===== config.mk =====
export PLATFORM = sky130hd
export DESIGN_NAME = tsl_thermal_latch
export DESIGN_NICKNAME = d
export VERILOG_FILES = /design/src/core/tsl_pkg.sv /design/src/core/tsl_thermal_latch.sv
export SDC_FILE = /design/constraint.sdc
export NUM_CORES = 1
export LEC_CHECK = 0
export BUFFER_PORTS_ARGS = -buffer_cell sky130_fd_sc_hd__buf_4
export CORE_AREA = 2 2 39 41
export DETAILED_ROUTE_END_ITERATION = 8
export DIE_AREA = 0 0 41 43
export PLACE_DENSITY = 0.64
export SYNTH_ARGS = -nofsm -noshare
export SYNTH_HDL_FRONTEND = slang
export SYNTH_SLANG_ARGS = --single-unit

===== constraint.sdc =====
create_clock -name core_clk_i -period 1.97 [get_ports core_clk_i]
set_input_delay 0.197 -clock core_clk_i [delete_from_list [all_inputs] [get_ports core_clk_i]]
set_output_delay 0.197 -clock core_clk_i [all_outputs]
set_load 0.02 [all_outputs]

===== src/core/tsl_pkg.sv =====
// ==========================================================================
// thermal shutdown latch shared definitions
package tsl_pkg;
  // config command code in the instruction word
  localparam logic [3:0] CMD_CONFIG      = 4'h7;
  // command field position in the 32-bit instruction word
  localparam int         CMD_MSB         = 23;
  localparam int         CMD_LSB         = 20;
  // disable bit position within the config data nibble
  localparam int         DIS_BIT         = 1;
  // values after reset
  localparam logic       DIS_RESET       = 1'b0;
  localparam logic       SHUT_RESET      = 1'b0;
  // temperature thresholds in degrees celsius
  localparam int         TEMP_TRIP_C     = 160;
  localparam int         TEMP_COOL_C     = 150;

  // decoded command strobe from the serial front end
  typedef struct packed {
    logic       valid;   // one-cycle strobe, word complete
    logic [3:0] code;    // command code
    logic [3:0] low;     // low data nibble
    logic       update;  // command includes a channel update
  } tsl_cmd_s;

  typedef enum logic [1:0] {
    TSL_RUN,
    TSL_SHUT
  } tsl_state_e;
endpackage : tsl_pkg


===== src/core/tsl_thermal_latch.sv =====
// ==========================================================================
// thermal shutdown latch

// Contract
// - With protection enabled and the die over 160 C, all channels power down and alarm goes low.
// - During shutdown the reference and bias stay powered; only channel outputs are cut.
// - Shutdown is latched and holds after the over-temperature indication goes away.
// - Channels stay down until the die cools to about 150 C; earlier clears are ignored.
// - Once cooled, any valid update (command, async load low, toggle) clears shutdown.
// - Each rising edge of chip select/load releases the alarm, whatever the temperature.
// - A set disable bit from the config command keeps the device out of shutdown.
// - The config command is recognised by command code 0111b.
module tsl_thermal_latch #(
  parameter int SYNC_STAGES = 2                           // flip-flops per pin synchroniser
) (
  input  wire logic              core_clk_i,              // 50 MHz clock
  input  wire logic              rstn_i,                  // async reset, active low
  input  wire logic              die_hot_i,               // comparator: die above trip, pin
  input  wire logic              die_cool_i,              // comparator: die below cool, pin
  input  wire logic              chip_select_load_n_i,    // chip select/load pin
  input  wire logic              async_load_n_i,          // async load pin, active low
  input  wire logic              toggle_i,                // toggle pin level
  input  wire tsl_pkg::tsl_cmd_s cmd_i,                   // decoded command, same clock
  output logic                   chan_pwr_en_o,           // channel outputs enabled
  output logic                   ref_bias_en_o,           // reference and bias enabled
  output logic                   over_temp_alarm_n_o,     // alarm pin output value
  output logic                   over_temp_alarm_n_oe_o,  // alarm pin drive enable
  output logic                   thermal_protect_disable_o // disable bit state
);

  // ========================================================================
  // parameter check: one flop alone cannot settle an asynchronous pin
  if (SYNC_STAGES < 2) begin : g_sync_check
    $error("SYNC_STAGES must be at least two");
  end

  // ========================================================================
  // pin synchronisers
  logic [SYNC_STAGES-1:0] hot_s;
  logic [SYNC_STAGES-1:0] cool_s;
  logic [SYNC_STAGES-1:0] csl_s;
  logic [SYNC_STAGES-1:0] ald_s;
  logic [SYNC_STAGES-1:0] tgl_s;
  logic                   csl_d;
  logic                   tgl_d;

  // shift each pin through its chain; idle levels loaded at reset
  always_ff @(posedge core_clk_i or negedge rstn_i) begin
    if (!rstn_i) begin
      hot_s  <= '0;
      cool_s <= '0;
      csl_s  <= '1;    // chip select idles high
      ald_s  <= '1;    // async load idles high
      tgl_s  <= '0;
      csl_d  <= 1'b1;  // matches idle high, no false edge
      tgl_d  <= 1'b0;
    end else begin
      hot_s  <= {hot_s[SYNC_STAGES-2:0], die_hot_i};
      cool_s <= {cool_s[SYNC_STAGES-2:0], die_cool_i};
      csl_s  <= {csl_s[SYNC_STAGES-2:0], chip_select_load_n_i};
      ald_s  <= {ald_s[SYNC_STAGES-2:0], async_load_n_i};
      tgl_s  <= {tgl_s[SYNC_STAGES-2:0], toggle_i};
      csl_d  <= csl_s[SYNC_STAGES-1];
      tgl_d  <= tgl_s[SYNC_STAGES-1];
    end
  end

  // last stage of each chain, the only taps that logic reads
  wire  hot        = hot_s[SYNC_STAGES-1];
  wire  cooled     = cool_s[SYNC_STAGES-1];
  wire  csl_q      = csl_s[SYNC_STAGES-1];
  wire  ald_q      = ald_s[SYNC_STAGES-1];
  wire  tgl_q      = tgl_s[SYNC_STAGES-1];

  // ========================================================================
  // event decode
  logic thermal_protect_disable;
  logic shut;
  logic alarm;
  wire  csl_rise   = csl_q & ~csl_d;
  wire  cfg_cmd    = cmd_i.valid & (cmd_i.code == tsl_pkg::CMD_CONFIG);
  wire  sw_update  = cmd_i.valid & cmd_i.update;
  wire  tgl_edge   = tgl_q ^ tgl_d;
  wire  any_update = sw_update | ~ald_q | tgl_edge;
  wire  trip       = hot & ~thermal_protect_disable;
  wire  clear_ok   = shut & cooled & any_update & ~hot;

  // ========================================================================
  // config bit
  always_ff @(posedge core_clk_i or negedge rstn_i) begin
    if (!rstn_i) begin
      thermal_protect_disable <= tsl_pkg::DIS_RESET;
    end else if (cfg_cmd) begin
      thermal_protect_disable <= cmd_i.low[tsl_pkg::DIS_BIT];
    end
  end

  // ========================================================================
  // shutdown latch, trip wins over clear
  always_ff @(posedge core_clk_i or negedge rstn_i) begin
    if (!rstn_i) begin
      shut <= tsl_pkg::SHUT_RESET;
    end else if (trip) begin
      shut <= 1'b1;
    end else if (clear_ok) begin
      shut <= 1'b0;
    end
  end

  // alarm: set by trip, released by chip select/load rise even while hot;
  // a trip that persists sets it again on the following cycle
  always_ff @(posedge core_clk_i or negedge rstn_i) begin
    if (!rstn_i) begin
      alarm <= 1'b0;
    end else if (csl_rise) begin
      alarm <= 1'b0;
    end else if (trip) begin
      alarm <= 1'b1;
    end
  end

  // ========================================================================
  // outputs
  assign chan_pwr_en_o             = ~shut;
  assign ref_bias_en_o             = 1'b1;
  assign over_temp_alarm_n_o       = 1'b0;                   // open drain
  assign over_temp_alarm_n_oe_o    = alarm;
  assign thermal_protect_disable_o = thermal_protect_disable;
endmodule : tsl_thermal_latch


* Yosys cells after proc, flatten, opt, wreduce, memory -nomap -nowiden
Cells that the tools add are included.
** Storage, ports and cells
- Bits in registers :: 15
- Input bits :: 17
- Output and inout port bits :: 5
** Operators by class
- Multiplexer cells :: 4
- Bitwise logic cells :: 15
- Equal/unequal tests :: 1
- Reduce and logical (&&, ||, !) cells :: 2
** Operators by type and width (number)
- 1-bit bitwise AND :: 7
- 1-bit inverter :: 5
- 4-bit by 3-bit == test with 1-bit output, second input constant :: 1
- 1-bit 2-to-1 mux :: 4
- 2-bit nonzero test :: 2
- 1-bit OR :: 2
- 1-bit bitwise XOR :: 1

* Depth between registers and ports, before layout
- Depth in word-level cells :: 7
- Depth in mapped cells :: 3

* Least setup slack after synthesis
No wires, ideal clock.
- Path kind :: flip-flop to flip-flop
- From :: reg thermal_protect_disable_o (netlist name)
- To :: reg thermal_protect_disable, in the netlist thermal_protect_disable_o
- Path slack :: 1.105 ns
- Arrival :: 0.745 ns
- Clock period less this slack :: 0.865 ns
- Stages on the path, launching flop included :: 4
- Required time :: 1.850 ns
- Library setup time :: 0.120 ns
- Path through :: dfrtp_1 -> inv_1 -> a21oi_1 -> a31o_1
** RTL lines
- end signal: assignment :: RTL line tsl_thermal_latch.sv:92 : thermal_protect_disable <= tsl_pkg::DIS_RESET;
- end signal: assignment :: RTL line tsl_thermal_latch.sv:94 : thermal_protect_disable <= cmd_i.low[tsl_pkg::DIS_BIT];
- end: declaration :: RTL line tsl_thermal_latch.sv:77 : logic thermal_protect_disable;

* Worst setup path in the final report
- From :: reg shut
- To :: out chan_pwr_en_o
** Between the ends
- Cells in the longest elaborated chain, start to end :: 1
** RTL lines
- start: declaration :: RTL line tsl_thermal_latch.sv:78 : logic shut;
- start signal: assignment :: RTL line tsl_thermal_latch.sv:102 : shut <= tsl_pkg::SHUT_RESET;
- 1-bit inverter :: RTL line tsl_thermal_latch.sv:124 : assign chan_pwr_en_o = ~shut;
- end: declaration :: RTL line tsl_thermal_latch.sv:24 : output logic chan_pwr_en_o,
No other way between the ends.

==> impl_metrics.csv <==
group,metric,value,unit
floorplanning,die-area,1763,um^2
cells_and_area,fin_cells,68,
timing,finalWorstPathRequiredPeriod,1.041,ns
detailed_routing,routed.top_layer,"met3",
timing,final.period_utilization,0.5286,
place,hpwl,501.4,um
floorplanning,rows,14,
yosys,synth_area,481.7,um^2
critical_path,timing.critical_path.buf_inv,2,
detailed_routing,wl_met2,284,um
clocking,cts_buffers,3,
detailed_routing,met3_length,94,um
yosys,synth-seq-area-share,0.7922,
place,numPortBuffers,16,
cells_and_area,area_delta_synth_final,33.51,%
critical_path,r2r_start,"tgl_s[1]",
critical_path,critPathLaunchType,"flop",
grt,grt_first_pass_wirelength,924,um
yosys,yosys_register_bits,15,
outcome,outcome,"complete, no violations",
timing,worst_hold_slack,0.02317,ns
cells_and_area,layout-drive-gt1-share,0.4615,
yosys,synth.avg_cell_area,14.60,um^2
yosys,ys_warn_count,0,
floorplanning,die_y,43,um
detailed_routing,drt-wirelength-per-cell,9.794,um
clocking,clkSinkCount,15,
floorplanning,fp.coreArea,1384,um^2
place,dp_cells,63,
cells_and_area,final_util,0.4647,
critical_path,cp-end-kind,"primary output",
timing,rsz0062_at_grt,"false",
floorplanning,initial_core_util,0.3481,
timing,clock_skew,0.003290,ns
detailed_routing,viasPerCell,4.103,
cells_and_area,final_cell_mix,"buf_4, dfrtp_1, dfstp_2",
timing,setup_violations,0,
min_path,worstHoldPathType,"in -> reg",
clocking,clk_pin_slew,0.08,ns
detailed_routing,dr.pass1.iters,2,
timing,tns,0,ns
yosys,yosysUniqueCellTypes,12,
critical_path,worstPathArrival,0.84,ns
detailed_routing,totalWireLength,666,um
yosys,synthesis.nets,50,
power_and_ir_drop,p_leak,0.3152,nW
critical_path,cpMaxStageDelayCell,"dfrtp_1",
grt,antenna_found_initial,0,
cells_and_area,final_common_cell,"buf_4",
yosys,synthTopCellsByArea,"dfrtp_1, dfstp_2, a21oi_1, buf_4, inv_1",
grt,grt_pass1_vias,243,
yosys,synth_top_area_share,0.5195,
timing,setup_ws,0.9287,ns
grt,grt-ovfl-total,0,
clocking,ctsResizeCount,0,
clocking,post_cts_buffers,0,
timing,hold_viol,0,
timing,drv_slew,0,
min_path,min-delay-start,"chip_select_load_n_i",
critical_path,slowest_delay,0.39,ns
detailed_routing,drc,0,
yosys,synth_area_leader_cell,"dfrtp_1",
power_and_ir_drop,p_per_area,950.9,nW/um^2
detailed_routing,m1WireLength,287,um
critical_path,cp_max_fo,2,
grt,grtUsageTotal,0.08462,
place,gp_congestion,0.5861,
clocking,cts_tree,"built",
floorplanning,die_x,41,um
timing,fmax,960.3,MHz
power_and_ir_drop,peakVddDrop,0.4706,mV
clocking,cts_root_buf,"clkbuf_4",
cells_and_area,nets,70,
clocking,htree_levels,1,
detailed_routing,drt-initial-drc-count,5,
place,dp_slack,1.018,ns
critical_path,critPathLaunch,"shut",
detailed_routing,vias,279,
critical_path,crit_required,1.77,ns
critical_path,cp_top_family,"flip-flops",
cells_and_area,insertedDiodeCount,0,
grt,grt_start_max_net_pins,16,
detailed_routing,postRouteAntennaNets,0,
clocking,clock_path_buffers,2,
critical_path,path_cells,"inv_1 -> buf_4",
critical_path,worstSetupPathType,"reg -> out",
job,max_cap_violations,0,
floorplanning,ios,22,
clocking,insertion_delay,0.27,ns
yosys,syn_inst,33,
==> sequential cells by signal, indices dropped and copies added (netlist names) <==
name and flops:
tgl_s 2, tgl_d 1, shut 1, csl_d 1
over_temp_alarm_n_oe_o 1, hot_s 2, cool_s 2, csl_s 2
ald_s 2, thermal_protect_disable_o 1
==> routing by layer <==
| metal | vias to the layer above | global-route usage |
|---|---|---|
| met5 | - | 0 |
| met4 | 0 | 0.06000 |
| met3 | 0 | 0.04712 |
| met2 | 17 | 0.1063 |
| met1 | 122 | 0.1056 |
| li1 | 140 | - |
==> cell usage after synthesis <==
library cell	number
a21oi_1	4
xnor2_1	1
nand3_1	1
nand2_1	1
conb_1	2
dfrtp_1	10
a31o_1	1
dfstp_2	5
inv_1	4
a31oi_1	1
and4b_1	1
buf_4	2
==> timing repair <==
| item | CTS | global route |
|---|---|---|
| endpoints found under the setup margin | 0 | 0 |
| hold buffers | 1 | 0 |
| hold endpoints to repair | 15 | 0 |
==> layout make-up <==
class / instances / area [um^2]
Tap cell: 16 / 20.02
Multi-Input combinational cell: 12 / 70.07
Fill cell: 136 / 740.7
Timing Repair Buffer: 17 / 130.1
Inverter: 4 / 15.01
Clock buffer: 4 / 26.28
Sequential cell: 15 / 381.6
==> per-stage QoR <==
stage               instance area [um^2]  total power, W
floorplan                          481.7       0.0004017
finish                             643.1       0.0006115
detailed placement                 606.8       0.0004527
global route                       643.1       0.0006468
global placement                   606.8       0.0004489
CTS                                643.1       0.0006244
==> cells by family (layout without fill, tap and decap cells) <==
kind of cell	after synthesis	in the layout	synth area share
other	2	2	0.01559
xor gates and xnor gates	1	1	0.01819
and+or+nand+nor	3	3	0.03894
buffers and inverters	6	25	0.06232
DFF	15	15	0.7922
AOI/OAI and AO/OA	6	6	0.07274
==> power breakdown <==
group          leakage (nW)  total [W]  internal (W)  switching (W)
Clock                0.0150   0.000165     0.0000784      0.0000866
Sequential            0.170   0.000350      0.000338      0.0000120
Combinational         0.130  0.0000965     0.0000480      0.0000485
==> path summary, 6_finish.rpt <==
path	end	slack, ns	cells after the start
worst max-delay path	chan_pwr_en_o	0.93	2
worst min-delay path	csl_s[0]	0.02	1
worst max register to register	shut	1.09	3
worst min register to register	hot_s[1]	0.35	0
max in group asynchronous	ald_s[0]	1.43	2
min in group asynchronous	hot_s[0]	0.30	2
No activity file was read; power rests on OpenSTA's default activity.
